## src/pcr_map.svh

```systemverilog
// Offsets, field positions, reset values and timing counts of the converter control registers.
`ifndef PCR_MAP_SVH
`define PCR_MAP_SVH

`define PCR_ADDR_W 8
`define PCR_ADDR_GATE 8'h03
`define PCR_ADDR_CONV 8'h04
`define PCR_ADDR_CHG 8'h05
`define PCR_ADDR_CODE 8'h06

`define PCR_GATE_MSB 5
`define PCR_GATE_LSB 1
`define PCR_GATE_RST 5'h1F
`define PCR_GATE_FILL 8'hFF

`define PCR_CONV_RST 8'hB1
`define PCR_CONV_SYS_PH_MSB 7
`define PCR_CONV_SYS_PH_LSB 6
`define PCR_CONV_MEM_PH_MSB 5
`define PCR_CONV_MEM_PH_LSB 4
`define PCR_CONV_RIPPLE_BIT 3
`define PCR_CONV_FF_SYS_BIT 2
`define PCR_CONV_FF_CORE_BIT 1
`define PCR_CONV_FF_MEM_BIT 0

`define PCR_CHG_GO_BIT 7
`define PCR_CHG_ADJ_BIT 6
`define PCR_CHG_DIS_MSB 2
`define PCR_CHG_DIS_LSB 0
`define PCR_CHG_RST 8'h40
`define PCR_CHG_ADJ_RST 1'b1
`define PCR_CHG_DIS_RST 3'h0

`define PCR_CODE_MSB 4
`define PCR_CODE_RST 5'h14
`define PCR_CODE_MSB_RST 1'b1
`define PCR_CODE_LO_GND 4'h4
`define PCR_CODE_LO_VCC 4'hE

`define PCR_SLEW_IMMEDIATE 3'h7
`define PCR_STEP_UV 25000
`define PCR_SLEW0_UV_PER_US 225
`define PCR_CLK_PERIOD_NS 4
`define PCR_STEP_SLOW_NS (`PCR_STEP_UV * 1000 / `PCR_SLEW0_UV_PER_US)
`define PCR_STEP_SLOW_CYCLES (`PCR_STEP_SLOW_NS / `PCR_CLK_PERIOD_NS)
`define PCR_BOOT_CYCLES 3'h5

`endif

```

## src/pcr_pkg.sv

```systemverilog
// Types shared by the converter control register block.
package pcr_pkg;
  typedef logic [7:0] pcr_byte_t;
  typedef logic [4:0] pcr_code_t;
  typedef logic [2:0] pcr_slew_t;
  typedef logic [14:0] pcr_count_t;
  typedef enum logic [1:0] {
    PCR_RAMP_IDLE = 2'b01,
    PCR_RAMP_RUN = 2'b10
  } pcr_ramp_e;
endpackage : pcr_pkg

```

## src/pcr_ramp.sv

```systemverilog
// Core voltage code ramp that steps the internal target toward a requested code.
`include "pcr_map.svh"
module pcr_ramp #(
  parameter int unsigned STEP_SLOW_CYCLES = `PCR_STEP_SLOW_CYCLES
) (
  input wire logic ref_clk,
  input wire logic rst,
  input wire logic load,
  input wire pcr_pkg::pcr_code_t load_code,
  input wire logic start,
  input wire pcr_pkg::pcr_code_t target,
  input wire pcr_pkg::pcr_slew_t slew,
  output pcr_pkg::pcr_code_t cur_code,
  output logic busy,
  output logic done
);
  import pcr_pkg::*;

  pcr_ramp_e state_q;
  pcr_code_t tgt_q;
  pcr_count_t cnt_q;
  pcr_count_t period;

  // Each faster slew code halves the time between 25 mV steps.
  assign period = pcr_count_t'(STEP_SLOW_CYCLES >> slew);
  assign busy = (state_q == PCR_RAMP_RUN);

  always_ff @(posedge ref_clk or posedge rst) begin
    if (rst) begin
      state_q <= PCR_RAMP_IDLE;
      cur_code <= `PCR_CODE_RST;
      tgt_q <= `PCR_CODE_RST;
      cnt_q <= '0;
      done <= 1'b0;
    end else begin
      done <= 1'b0;
      if (load) begin
        // A default reload aborts a ramp; reporting done lets the trigger bit drop.
        cur_code <= load_code;
        tgt_q <= load_code;
        done <= busy;
        state_q <= PCR_RAMP_IDLE;
      end else if (start) begin
        tgt_q <= target;
        cnt_q <= '0;
        if (slew == `PCR_SLEW_IMMEDIATE) begin
          cur_code <= target;
          done <= 1'b1;
          state_q <= PCR_RAMP_IDLE;
        end else begin
          state_q <= PCR_RAMP_RUN;
        end
      end else begin
        unique case (state_q)
          PCR_RAMP_IDLE: begin
            cnt_q <= '0;
          end
          PCR_RAMP_RUN: begin
            // Completion is the code match, not the analog output settling.
            if (cur_code == tgt_q) begin
              done <= 1'b1;
              state_q <= PCR_RAMP_IDLE;
            end else if (cnt_q >= period - 15'h0001) begin
              cnt_q <= '0;
              cur_code <= (cur_code < tgt_q) ? cur_code + 5'h01 : cur_code - 5'h01;
            end else begin
              cnt_q <= cnt_q + 15'h0001;
            end
          end
          default: begin
            state_q <= PCR_RAMP_IDLE;
          end
        endcase
      end
    end
  end
endmodule : pcr_ramp

```

## src/pcr_sync.sv

```systemverilog
// Three-stage pin synchroniser that accepts a change once stages two and three agree.
module pcr_sync #(
  parameter int WIDTH = 9,
  parameter logic [8:0] RESET_VAL = 9'h000
) (
  input wire logic ref_clk,
  input wire logic rst,
  input wire logic [WIDTH-1:0] pin_async,
  output logic [WIDTH-1:0] pin_stable
);
  import pcr_pkg::*;

  logic [WIDTH-1:0] s1_q;
  logic [WIDTH-1:0] s2_q;
  logic [WIDTH-1:0] s3_q;

  genvar gi;
  generate
    for (gi = 0; gi < WIDTH; gi++) begin : g_bit
      always_ff @(posedge ref_clk or posedge rst) begin
        if (rst) begin
          s1_q[gi] <= RESET_VAL[gi];
          s2_q[gi] <= RESET_VAL[gi];
          s3_q[gi] <= RESET_VAL[gi];
          pin_stable[gi] <= RESET_VAL[gi];
        end else begin
          s1_q[gi] <= pin_async[gi];
          s2_q[gi] <= s1_q[gi];
          s3_q[gi] <= s2_q[gi];
          if (s2_q[gi] == s3_q[gi]) begin
            pin_stable[gi] <= s3_q[gi];
          end
        end
      end
    end
  endgenerate
endmodule : pcr_sync

```

## src/pcr_top.sv

```systemverilog
// Converter enable, mode, discharge and core voltage control register bank.
// Operation
// - Supply on only when bit and pin high.
// - Lockout sets enable bits; host writes both.
// - Low enable pin forces its bit to 1.
// - Phase codes delay second and third converters.
// - Core converter phase fixed at zero.
// - Bit 3 picks efficiency or low ripple.
// - Bits 2,1,0 force fixed-frequency switching.
// - Lockout reloads converter-control default B1h.
// - Trigger write ramps core to code register.
// - Trigger self-clears when done; zero ignored.
// - Done when internal code reaches request.
// - Source bit picks register or strap pin.
// - Four reset events restore source bit.
// - Discharge bits discharge disabled converter outputs.
// - Second control register resets to 40h.
// - Five-bit code, 25 mV steps, top 1.6 V.
// - Three reset events reload code from strap; backup-supply low does not.
// - Slew code sets ramp rate; 111 immediate.
`include "pcr_map.svh"
module pcr_top #(
  parameter int unsigned STEP_SLOW_CYCLES = `PCR_STEP_SLOW_CYCLES
) (
  input wire logic ref_clk,
  input wire logic rst,
  input wire logic reg_wr_en,
  input wire logic reg_rd_en,
  input wire pcr_pkg::pcr_byte_t reg_addr,
  input wire pcr_pkg::pcr_byte_t reg_wdata,
  output pcr_pkg::pcr_byte_t reg_rdata,
  input wire logic core_buck_enable_pin,
  input wire logic system_buck_enable_pin,
  input wire logic memory_buck_enable_pin,
  input wire logic linear_reg_enable_pin,
  input wire logic undervoltage_lockout,
  input wire logic warm_reset_pin_n,
  input wire logic power_on_reset_output,
  input wire logic clock_backup_supply_low,
  input wire logic core_voltage_strap_pin,
  input wire pcr_pkg::pcr_slew_t slew_rate_register,
  output logic [4:0] supply_on,
  output logic [1:0] core_buck_phase,
  output logic [1:0] system_buck_phase,
  output logic [1:0] memory_buck_phase,
  output logic low_ripple,
  output logic [2:0] forced_fixed_freq,
  output logic [2:0] discharge_active,
  output pcr_pkg::pcr_code_t core_target_code,
  output logic core_from_strap,
  output logic dynamic_voltage_transition
);
  import pcr_pkg::*;

  // Synchronised pins, index 8 down to 0.
  logic [8:0] pins_raw;
  logic [8:0] pins_s;
  logic [4:0] enable_s;
  logic undervoltage_lockout_s;
  logic warm_n_s;
  logic por_s;
  logic backup_low_s;
  logic strap_s;

  logic [2:0] boot_cnt_q;
  logic boot_load;
  logic undervoltage_lockout_ev;
  logic code_ev;
  logic adj_ev;

  logic [`PCR_GATE_MSB:`PCR_GATE_LSB] gate_q;
  pcr_byte_t conv_q;
  logic go_q;
  logic adj_q;
  logic [`PCR_CHG_DIS_MSB:`PCR_CHG_DIS_LSB] dis_q;
  pcr_code_t code_q;
  pcr_code_t code_dflt;

  logic wr_gate;
  logic wr_conv;
  logic wr_chg;
  logic wr_code;
  logic go_start;
  logic ramp_done;
  logic ramp_busy;

  // One decoder serves both the write strobes and the read mux.
  function automatic logic reg_hit(input pcr_byte_t addr, input pcr_byte_t slot);
    reg_hit = (addr == slot);
  endfunction : reg_hit

  assign pins_raw = {core_buck_enable_pin, system_buck_enable_pin, memory_buck_enable_pin,
                     linear_reg_enable_pin, undervoltage_lockout, warm_reset_pin_n,
                     power_on_reset_output, clock_backup_supply_low, core_voltage_strap_pin};

  // Warm reset idles high so that the first cycles after release show no event.
  pcr_sync #(
    .WIDTH(9),
    .RESET_VAL(9'h008)
  ) u_sync (
    .ref_clk(ref_clk),
    .rst(rst),
    .pin_async(pins_raw),
    .pin_stable(pins_s)
  );

  // Both linear regulator bits follow the one shared regulator pin.
  assign enable_s = {pins_s[8], pins_s[7], pins_s[6], pins_s[5], pins_s[5]};
  assign undervoltage_lockout_s = pins_s[4];
  assign warm_n_s = pins_s[3];
  assign por_s = pins_s[2];
  assign backup_low_s = pins_s[1];
  assign strap_s = pins_s[0];

  // The strap is only trusted after the synchroniser has filled, so the boot
  // reload waits a few cycles past reset release instead of using the raw pin.
  always_ff @(posedge ref_clk or posedge rst) begin
    if (rst) begin
      boot_cnt_q <= 3'h0;
    end else if (boot_cnt_q != `PCR_BOOT_CYCLES) begin
      boot_cnt_q <= boot_cnt_q + 3'h1;
    end
  end

  assign boot_load = (boot_cnt_q == `PCR_BOOT_CYCLES - 3'h1);
  assign undervoltage_lockout_ev = undervoltage_lockout_s | boot_load;
  assign code_ev = undervoltage_lockout_ev | ~warm_n_s | por_s;
  assign adj_ev = code_ev | backup_low_s;
  assign code_dflt = {`PCR_CODE_MSB_RST, strap_s ? `PCR_CODE_LO_VCC : `PCR_CODE_LO_GND};

  assign wr_gate = reg_wr_en && reg_hit(reg_addr, `PCR_ADDR_GATE);
  assign wr_conv = reg_wr_en && reg_hit(reg_addr, `PCR_ADDR_CONV);
  assign wr_chg = reg_wr_en && reg_hit(reg_addr, `PCR_ADDR_CHG);
  assign wr_code = reg_wr_en && reg_hit(reg_addr, `PCR_ADDR_CODE);
  assign go_start = wr_chg && reg_wdata[`PCR_CHG_GO_BIT];

  // Supply enable gate: a low pin holds its bit at one over any host write.
  always_ff @(posedge ref_clk or posedge rst) begin
    if (rst) begin
      gate_q <= `PCR_GATE_RST;
    end else if (undervoltage_lockout_ev) begin
      gate_q <= `PCR_GATE_RST;
    end else begin
      gate_q <= (wr_gate ? reg_wdata[`PCR_GATE_MSB:`PCR_GATE_LSB] : gate_q) | ~enable_s;
    end
  end

  always_ff @(posedge ref_clk or posedge rst) begin
    if (rst) begin
      supply_on <= 5'h00;
    end else begin
      supply_on <= gate_q & enable_s;
    end
  end

  always_ff @(posedge ref_clk or posedge rst) begin
    if (rst) begin
      conv_q <= `PCR_CONV_RST;
    end else if (undervoltage_lockout_ev) begin
      conv_q <= `PCR_CONV_RST;
    end else if (wr_conv) begin
      conv_q <= reg_wdata;
    end
  end

  assign core_buck_phase = 2'h0;
  assign system_buck_phase = conv_q[`PCR_CONV_SYS_PH_MSB:`PCR_CONV_SYS_PH_LSB];
  assign memory_buck_phase = conv_q[`PCR_CONV_MEM_PH_MSB:`PCR_CONV_MEM_PH_LSB];
  assign low_ripple = conv_q[`PCR_CONV_RIPPLE_BIT];
  assign forced_fixed_freq = {conv_q[`PCR_CONV_FF_SYS_BIT], conv_q[`PCR_CONV_FF_CORE_BIT],
                              conv_q[`PCR_CONV_FF_MEM_BIT]};

  // Trigger bit: a host set in the done cycle wins, and writing zero is ignored.
  always_ff @(posedge ref_clk or posedge rst) begin
    if (rst) begin
      go_q <= 1'b0;
    end else if (undervoltage_lockout_ev) begin
      go_q <= 1'b0;
    end else if (go_start && !code_ev) begin
      // A code reload swallows the start, so a set here would never see done.
      go_q <= 1'b1;
    end else if (ramp_done) begin
      go_q <= 1'b0;
    end
  end

  always_ff @(posedge ref_clk or posedge rst) begin
    if (rst) begin
      adj_q <= `PCR_CHG_ADJ_RST;
    end else if (adj_ev) begin
      adj_q <= `PCR_CHG_ADJ_RST;
    end else if (wr_chg) begin
      adj_q <= reg_wdata[`PCR_CHG_ADJ_BIT];
    end
  end

  always_ff @(posedge ref_clk or posedge rst) begin
    if (rst) begin
      dis_q <= `PCR_CHG_DIS_RST;
    end else if (undervoltage_lockout_ev) begin
      dis_q <= `PCR_CHG_DIS_RST;
    end else if (wr_chg) begin
      dis_q <= reg_wdata[`PCR_CHG_DIS_MSB:`PCR_CHG_DIS_LSB];
    end
  end

  // Discharge order is system, core, memory to match the bit layout.
  always_ff @(posedge ref_clk or posedge rst) begin
    if (rst) begin
      discharge_active <= 3'h0;
    end else begin
      discharge_active <= dis_q & ~{supply_on[3], supply_on[4], supply_on[2]};
    end
  end

  always_ff @(posedge ref_clk or posedge rst) begin
    if (rst) begin
      code_q <= `PCR_CODE_RST;
    end else if (code_ev) begin
      code_q <= code_dflt;
    end else if (wr_code) begin
      code_q <= reg_wdata[`PCR_CODE_MSB:0];
    end
  end

  pcr_ramp #(
    .STEP_SLOW_CYCLES(STEP_SLOW_CYCLES)
  ) u_ramp (
    .ref_clk(ref_clk),
    .rst(rst),
    .load(code_ev),
    .load_code(code_dflt),
    .start(go_start),
    .target(code_q),
    .slew(slew_rate_register),
    .cur_code(core_target_code),
    .busy(ramp_busy),
    .done(ramp_done)
  );

  assign core_from_strap = adj_q;
  assign dynamic_voltage_transition = go_q;

  always_ff @(posedge ref_clk or posedge rst) begin
    if (rst) begin
      reg_rdata <= 8'h00;
    end else if (reg_rd_en) begin
      if (reg_hit(reg_addr, `PCR_ADDR_GATE)) begin
        reg_rdata <= `PCR_GATE_FILL & {2'h3, gate_q, 1'h1};
      end else if (reg_hit(reg_addr, `PCR_ADDR_CONV)) begin
        reg_rdata <= conv_q;
      end else if (reg_hit(reg_addr, `PCR_ADDR_CHG)) begin
        reg_rdata <= {go_q, adj_q, 3'h0, dis_q};
      end else if (reg_hit(reg_addr, `PCR_ADDR_CODE)) begin
        reg_rdata <= {3'h0, code_q};
      end else begin
        reg_rdata <= 8'h00;
      end
    end
  end
endmodule : pcr_top
```

## config.mk

```make
export PLATFORM = sky130hd
export DESIGN_NAME = pcr_top
export DESIGN_NICKNAME = d
export VERILOG_FILES = /design/src/pcr_pkg.sv /design/src/pcr_ramp.sv /design/src/pcr_sync.sv /design/src/pcr_top.sv
export VERILOG_INCLUDE_DIRS = /design/src /design/src/src
export SDC_FILE = /design/constraint.sdc
export NUM_CORES = 1
export LEC_CHECK = 0
export CORE_MARGIN = 8
export CORE_UTILIZATION = 40
export DETAILED_ROUTE_END_ITERATION = 8
export DONT_BUFFER_PORTS = 1
export MAX_ROUTING_LAYER = met4
export PLACE_DENSITY_LB_ADDON = 0.12
export SYNTH_ARGS = -nofsm -noshare
export SYNTH_HDL_FRONTEND = slang
export SYNTH_SLANG_ARGS = --single-unit
```

## constraint.sdc

```tcl
create_clock -name ref_clk -period 3.2 [get_ports ref_clk]
set_input_delay 0.64 -clock ref_clk [delete_from_list [all_inputs] [get_ports ref_clk]]
set_output_delay 0.64 -clock ref_clk [all_outputs]
set_load 0.01 [all_outputs]
```

==> reports/qor.txt, run 1 <==
========================================================================================================
Status                                                                                      complete, but fails checks
Violated checks                                                                             setup timing
Vias in the first global route                                                                      3950
Commonest cells after routing, fill and taps aside                                          sky130_fd_sc_hd__dfrtp_1, sky130_fd_sc_hd__nand2_1, sky130_fd_sc_hd__a21oi_1
Number of synthesized flops with an enable pin                                                         0
Post-route antenna net violation count                                                                 0
Endpoint class of the critical path                                                            flip-flop
Cell depth of the worst flop-to-flop path                                                             12
Sum Neg Setup Slack                                                                            -0.660 ns
Critical-path maximum fanout                                                                           9
Growth of design area from synthesis to finish                                                     17.0%
Max-slew violations                                                                                    0
Setup repair after global routing missed its margin                                                 true
Most frequent standard cell in the layout excluding fill and tap cells                      sky130_fd_sc_hd__dfrtp_1
Crit path required time                                                                          3.43 ns
Remaining design rule violation count                                                                  0
Least setup slack across all paths after layout                                                -0.108 ns
Number of maximum-capacitance violations                                                               0
Number of setup violations in the final report                                                        11
Worst reg2reg path startpoint                                                               u_ramp.tgt_q[2]
Total global routing track utilization                                                             15.7%
Number of vias per cell after detailed routing                                                      5.53
Instance count of the mapped netlist                                                                 511
First-pass GRT wire length                                                                      21400 µm
TritonCTS clock tree                                                                               built
Gpl congestion                                                                                     0.884
Async set or reset register ratio after synthesis                                                   100%
Clock Tree Root                                                                             sky130_fd_sc_hd__clkbuf_16
TritonCTS Sinks                                                                                      106
Die Span X                                                                                        132 µm
Worst Setup Path Type                                                                       input port to flip-flop
Post-synth design cell area                                                                  0.00534 mm²
Hold Vio Cnt, Final                                                                                    0
Relative max-transition margin                                                                     49.2%
Pwr dens                                                                                      512 mW/mm²
Most used DFF post-synth                                                                    sky130_fd_sc_hd__dfrtp_1
Share of the yosys chip area belonging to registers                                                50.2%
FF+latch count, synth                                                                                106
Worst setup path endpoint                                                                   u_ramp.cur_code[3]
Critical path data arrival time                                                                  3.54 ns
Number of optimization iterations in the first detailed-route pass                                     7
Fmax                                                                                             302 MHz
Area of the core                                                                              0.0131 mm²
Post-cts hold buffer count                                                                             0
Number of warnings issued by yosys                                                                     0
Worst slack, placed                                                                            -0.457 ns
Post-synthesis average cell area                                                                10.4 µm²
Post-CTS clock slew at the launch and capture registers of the worst setup and hold paths        0.07 ns
Skew final                                                                                    0.00714 ns
Measured slew at the worst slew-check pin                                                       0.760 ns
Worst reg2reg path endpoint                                                                 u_ramp.cur_code[4]
# nets final                                                                                         612
Number of filler instances in the final layout                                                      1251
Final antenna diode count                                                                              0
Cts bufs inserted                                                                                      9
First DRT Iteration DRCs                                                                             307
Initial core utilization                                                                           40.6%
Largest vdd supply drop                                                                         0.276 mV
Die outline area                                                                              0.0173 mm²
Total vias in the final route                                                                       4013
DP Wirelength                                                                                    9470 µm
Start point of the critical path                                                            slew_rate_register[0]
Final cycle utilization of the critical path                                                        103%
Remaining global-route overflow                                                                        0
Worst-Skew Late Latency                                                                          0.35 ns
Num ports                                                                                             65
Antenna violations before repair                                                                       0
CP Launch Type                                                                                input port
Number of library cell types mapped by synthesis                                                      63
Layout cells sized above 1                                                                         20.4%
Y dimension of the die                                                                            132 µm
Minimum period implied by the final worst setup slack                                            3.31 ns
Static Leakage                                                                                   2.76 nW
Bufs on Longest Clock Path                                                                             2
Maximum number of pins on one net before global-route repair                                          52
Clock H-tree levels                                                                                    3
Total of buffers placed on input and output ports                                                      0
Number of standard-cell rows in the floorplan                                                         42
Wirelength per Cell                                                                              17.9 µm
Setup slack on the worst flop-to-flop path                                                       0.19 ns
Total routed wirelength                                                                         13000 µm
Worst hold path class                                                                       input port to asynchronous set/reset pin
========================================================================================================
## final cells by class
cell class                      instances  area (µm²)  area share [%]
Clock buffer                           12         246            3.95
Clock inverter                          4        76.3            1.22
Inverter                               14        68.8            1.10
Multi-Input combinational cell        372        2610            41.7
Sequential cell                       106        2680            42.9
Tap cell                              176         220            3.52
Timing Repair Buffer                   42         352            5.63
## report_power, final
part           switching (mW)  internal (mW)
Combinational           0.283          0.256
Clock                   0.475          0.709
Sequential             0.0603           1.41
## cells in the mapped netlist (5+ instances only)
library cell	n	share of area, %
sky130_fd_sc_hd__o21ai_0	27	2.5
sky130_fd_sc_hd__clkbuf_1	7	0.49
sky130_fd_sc_hd__nor2b_1	14	1.6
sky130_fd_sc_hd__mux2_2	5	1.1
sky130_fd_sc_hd__mux2i_1	7	1.3
sky130_fd_sc_hd__and3_1	8	0.94
sky130_fd_sc_hd__nand3_1	31	2.9
sky130_fd_sc_hd__buf_2	7	0.66
sky130_fd_sc_hd__a21oi_1	43	4.0
sky130_fd_sc_hd__ha_1	34	8.0
sky130_fd_sc_hd__a22o_1	11	1.8
sky130_fd_sc_hd__nor3_1	7	0.66
sky130_fd_sc_hd__dfstp_2	21	10
sky130_fd_sc_hd__xnor2_1	9	1.5
sky130_fd_sc_hd__nor2_1	34	2.4
sky130_fd_sc_hd__dfrtp_1	85	40
sky130_fd_sc_hd__nand2_1	55	3.9
sky130_fd_sc_hd__inv_1	13	0.91
sky130_fd_sc_hd__maj3_1	9	1.7
sky130_fd_sc_hd__and2_1	6	0.70
## through the flow
| stage | cells | power (mW) | area [µm²] | util, % | hold WS, ns |
|---|---|---|---|---|---|
| finish | 726 | 3.20 | 6250 | 47.6 | 0.288 |
| global route | 726 | 3.37 | 6250 | 47.6 | 0.265 |
| CTS | 718 | 3.25 | 6120 | 46.6 | 0.271 |
| detailed placement | 701 | 2.04 | 5780 | 44.0 | 0.336 |
| global placement | 701 | 2.02 | 5780 | 44.0 | 0.333 |
| floorplan | 512 | 1.90 | 5430 | - | 0.331 |
## worst min path at each step
stage                                 from        endpoint  slack (ns)  depth (start not counted)
after floorplan             u_sync.s1_q[0]  u_sync.s2_q[0]        0.33                          0
after global placement      u_sync.s1_q[8]  u_sync.s2_q[8]        0.33                          0
after detailed placement    u_sync.s1_q[8]  u_sync.s2_q[8]        0.34                          0
after CTS                 warm_reset_pin_n  u_sync.s1_q[3]        0.27                          0
after global routing      warm_reset_pin_n  u_sync.s1_q[3]        0.26                          0
final                                  rst  u_sync.s1_q[0]        0.29                          1
## worst max-delay path, cell delays in order
cell and delay, ns:
sky130_fd_sc_hd__inv_1 0.06, sky130_fd_sc_hd__ha_2 0.19, sky130_fd_sc_hd__or3_4 0.40, sky130_fd_sc_hd__a21oi_4 0.13, sky130_fd_sc_hd__o211ai_1 0.14, sky130_fd_sc_hd__buf_4 0.16
sky130_fd_sc_hd__buf_4 0.12, sky130_fd_sc_hd__nor2_1 0.09, sky130_fd_sc_hd__nor2_1 0.05, sky130_fd_sc_hd__o221ai_1 0.15, sky130_fd_sc_hd__ha_1 0.27, sky130_fd_sc_hd__nand4_1 0.11
sky130_fd_sc_hd__nor2_1 0.07, sky130_fd_sc_hd__a21oi_2 0.25, sky130_fd_sc_hd__o21ai_4 0.14, sky130_fd_sc_hd__a31oi_4 0.25, sky130_fd_sc_hd__mux2_4 0.32
## flip-flops by register name (all words and copies together), names as in the netlist
| register | flops |
|---|---|
| u_ramp.cnt_q | 15 |
| u_sync.pin_stable | 9 |
| u_sync.s1_q | 9 |
| u_sync.s2_q | 9 |
| u_sync.s3_q | 9 |
| conv_q | 8 |
| reg_rdata | 8 |
| code_q | 5 |
| gate_q | 5 |
| supply_on | 5 |
| u_ramp.cur_code | 5 |
| u_ramp.tgt_q | 5 |
| boot_cnt_q | 3 |
| dis_q | 3 |
| discharge_active | 3 |
| u_ramp.state_q | 2 |
| core_from_strap | 1 |
| dynamic_voltage_transition | 1 |
| u_ramp.done | 1 |
## layer usage
metal	track usage (%)	up-vias	share of wire, %
met4	5.04	0	1.9
met2	23.1	103	47
met3	4.65	14	6.0
met5	-	-	0
li1	-	1902	-
met1	20.3	1994	45
## cell families (layout without fill, tap and decap cells)
| logic type | count (synthesis) | count (layout) | share of synthesized area (%) |
|---|---|---|---|
| AO/OA/AOI/OAI | 116 | 116 | 14.3 |
| XOR/XNOR | 12 | 12 | 1.97 |
| adder cells (fa/ha/maj) | 44 | 44 | 10.0 |
| buffers and inverters | 34 | 72 | 2.98 |
| flip-flops | 106 | 106 | 50.2 |
| multiplexers | 12 | 12 | 2.37 |
| other | 1 | 2 | 0.0703 |
| AND/OR/NAND/NOR | 186 | 186 | 18.0 |
## timing repair
action	CTS	global route
resized for setup	2	20
pin swaps	2	7
cloned	0	1
buffers inserted	1	7
endpoints found under the setup margin	16	20
Note: power is estimated with default switching activity, not from simulation.
==> inputs of run 2 (changes only) <==
Settings changed: RECOVER_POWER from default to 50.
==> run 2 against run 1 <==
Compared with the run above: largest cell class unchanged; die area is the same; the flow finishes with violations (capacitance limit, slew limit, setup timing); final cell count did not move; clock power is essentially flat; critical path type unchanged; register-to-register slack about the same.
==> reports/qor.txt, run 2 (same netlist as run 1, synthesis figures left out) <==
========================================================================================================
Status                                                                                      complete, but fails checks
Violated checks                                                                             capacitance limit, slew limit, setup timing
Count of non-filler cells in the finished layout                                                     726   unchanged
Final antenna diode count                                                                              0   unchanged
Least setup slack across all paths after layout                                                -0.108 ns   -0.000102 ns
Clock H-tree levels                                                                                    3   unchanged
Critical Path Most Common Cell                                                              sky130_fd_sc_hd__nor2_1
Number of setup violations in the final report                                                        11   unchanged
Skew final                                                                                    0.00724 ns   +0.000108 ns
Cell-by-cell trace of the critical path                                                     inv_1 -> ha_2 -> or3_4 -> a21oi_4 -> o211ai_1 -> buf_4 -> buf_4 -> nor2_1 -> nor2_1 -> o221ai_1 -> ha_1 -> nand4_1 -> nor2_1 -> a21oi_2 -> o21ai_4 -> a31oi_4 -> mux2_4
Y dimension of the die                                                                            132 µm   unchanged
Vias in the first global route                                                                      3950   unchanged
Die outline area                                                                              0.0173 mm²   unchanged
Power share of the clock group                                                                     37.1%   about the same
Clock Tree Root                                                                             sky130_fd_sc_hd__clkbuf_16
Number of optimization iterations in the first detailed-route pass                                     5   -2
Largest register by flop count                                                              u_ramp.cnt_q
Static Leakage                                                                                   2.74 nW   -0.47%
Gpl congestion                                                                                     0.884   unchanged
Endpoint class of the critical path                                                            flip-flop
Post-CTS clock slew at the launch and capture registers of the worst setup and hold paths        0.06 ns   about the same
Dpl cells                                                                                            701   unchanged
First DRT Iteration DRCs                                                                             290   -5.5%
Post-Route Hold Slack                                                                           0.291 ns   +0.00244 ns
Switching share of total power                                                                     25.6%   about the same
Most frequent standard cell in the layout excluding fill and tap cells                      sky130_fd_sc_hd__dfrtp_1
TritonCTS Sinks                                                                                      106   unchanged
Final cycle utilization of the critical path                                                        103%   about the same
Initial core utilization                                                                           40.6%   unchanged
Cts bufs inserted                                                                                      9   unchanged
Measured slew at the worst slew-check pin                                                        1.50 ns   +0.737 ns
Post-cts hold buffer count                                                                             0   unchanged
DP Wirelength                                                                                    9470 µm   unchanged
Part of the power in registers                                                                     46.1%   about the same
First-pass GRT wire length                                                                      21400 µm   unchanged
Die Span X                                                                                        132 µm   unchanged
Remaining global-route overflow                                                                        0   unchanged
Critical-path maximum fanout                                                                           9   unchanged
Critical path data arrival time                                                                  3.54 ns   about the same
Share of power burned in combinational logic                                                       16.8%   about the same
Growth of design area from synthesis to finish                                                     16.7%
Worst-Skew Late Latency                                                                          0.35 ns   about the same
Num ports                                                                                             65   unchanged
Number of vias per cell after detailed routing                                                      5.51   -0.32%
Hold Vio Cnt, Final                                                                                    0   unchanged
Pwr dens                                                                                      512 mW/mm²   +0.14%
CP peak stage delay                                                                              0.40 ns   about the same
TritonCTS clock tree                                                                               built
Total routed wirelength                                                                         13000 µm   about the same
Commonest cells after routing, fill and taps aside                                          sky130_fd_sc_hd__dfrtp_1, sky130_fd_sc_hd__nand2_1, sky130_fd_sc_hd__a21oi_1
Minimum period implied by the final worst setup slack                                            3.31 ns   +0.000102 ns
Post-route antenna net violation count                                                                 0   unchanged
Maximum number of pins on one net before global-route repair                                          52   unchanged
Worst hold path class                                                                       input port to flip-flop
Wirelength per Cell                                                                              17.8 µm   about the same
Total vias in the final route                                                                       4000   -0.32%
Relative max-transition margin                                                                   -0.346%   -50 points
Total global routing track utilization                                                             15.7%   unchanged
Number of standard-cell rows in the floorplan                                                         42   unchanged
Max-slew violations                                                                                    1   +1
Slowest cell on crit path                                                                   sky130_fd_sc_hd__or3_4
Fmax                                                                                             302 MHz   about the same
Crit path required time                                                                          3.43 ns   about the same
Area of the core                                                                              0.0131 mm²   unchanged
Setup repair after global routing missed its margin                                                 true
Number of maximum-capacitance violations                                                               1   +1
Max reg flops                                                                                         15   unchanged
Bufs on Longest Clock Path                                                                             2   unchanged
Total of buffers placed on input and output ports                                                      0   unchanged
Antenna violations before repair                                                                       0   unchanged
Number of filler instances in the final layout                                                      1254   +0.24%
Internal Pwr Total                                                                               2.37 mW   -0.12%
CP Launch Type                                                                                input port
Layout cells sized above 1                                                                         19.3%   -1.1 points
# nets final                                                                                         612   unchanged
Worst Setup Path Type                                                                       input port to flip-flop
Largest vdd supply drop                                                                         0.276 mV   about the same
Switching Power                                                                                   817 µW   -0.19%
Remaining design rule violation count                                                                  0   unchanged
========================================================================================================
## run 2: cell count changes in the layout (fill, tap and decap cells not counted), sizes merged
cell and delta:
clkbuf +1, buf -1
## run 2: path summary, 6_finish.rpt
kind                                        from  cells past startpoint  slack (ns)                 end
setup / recovery           slew_rate_register[0]                     17       -0.11  u_ramp.cur_code[3]
hold / removal                  warm_reset_pin_n                      0        0.29      u_sync.s1_q[3]
setup reg to reg                 u_ramp.tgt_q[2]                     12        0.19  u_ramp.cur_code[4]
hold reg to reg                   u_sync.s1_q[2]                      0        0.35      u_sync.s2_q[2]
max in group asynchronous                    rst                      2        0.83        reg_rdata[6]
min in group asynchronous                    rst                      1        0.52      u_sync.s1_q[0]
## run 2: layer usage
metal  GRT usage [%]  part of all wire, %
met5               -                    0
met4            5.04                  1.9
met2            23.1                   47
met3            4.65                  6.0
met1            20.3                   45
## run 2: layout make-up
class / count / area, µm² / area share [%]
clock buffer: 12 / 246 / 3.96
timing repair buffer: 42 / 337 / 5.40
tap: 176 / 220 / 3.53
clock inverter: 4 / 76.3 / 1.23
sequential: 106 / 2680 / 43.0
multi-input combinational: 372 / 2610 / 41.8
inverter: 14 / 66.3 / 1.06
## run 2: what timing repair did
action	4_1_cts	5_1_grt
endpoints found under the setup margin	16	20
cloned	0	1
pin swaps	2	7
buffers inserted	1	7
gates resized for setup	2	20
## run 2: per-stage QoR
| step | util [%] | cell area (µm²) | setup WS, ns | TNS [ns] | total power, mW |
|---|---|---|---|---|---|
| 6_report | 47.4 | 6230 | -0.108 | -0.662 | 3.19 |
| 5_1_grt | 47.4 | 6230 | -0.284 | -3.89 | 3.37 |
| 4_1_cts | 46.6 | 6120 | -0.0312 | -0.0992 | 3.25 |
| 3_5_place_dp | 44.0 | 5780 | -0.457 | -7.63 | 2.04 |
| 3_3_place_gp | 44.0 | 5780 | -0.381 | -6.29 | 2.02 |
| 2_1_floorplan | - | 5430 | -0.453 | -8.46 | 1.90 |
## run 2: power groups by stage
stage          logic, mW  clock network (mW)  registers, mW
2_1_floorplan      0.416                   0           1.49
3_3_place_gp       0.527                   0           1.50
3_5_place_dp       0.538                   0           1.50
4_1_cts            0.542                1.23           1.48
5_1_grt            0.605                1.28           1.48
6_report           0.537                1.18           1.47
## run 2: critical path: cells and delay by family
kind	cells	cell delay (ns)
adder cells (fa/ha/maj)	2	0.46
AO/OA/AOI/OAI	6	1.06
multiplexers	1	0.32
AND/OR/NAND/NOR	5	0.72
buffers and inverters	3	0.34
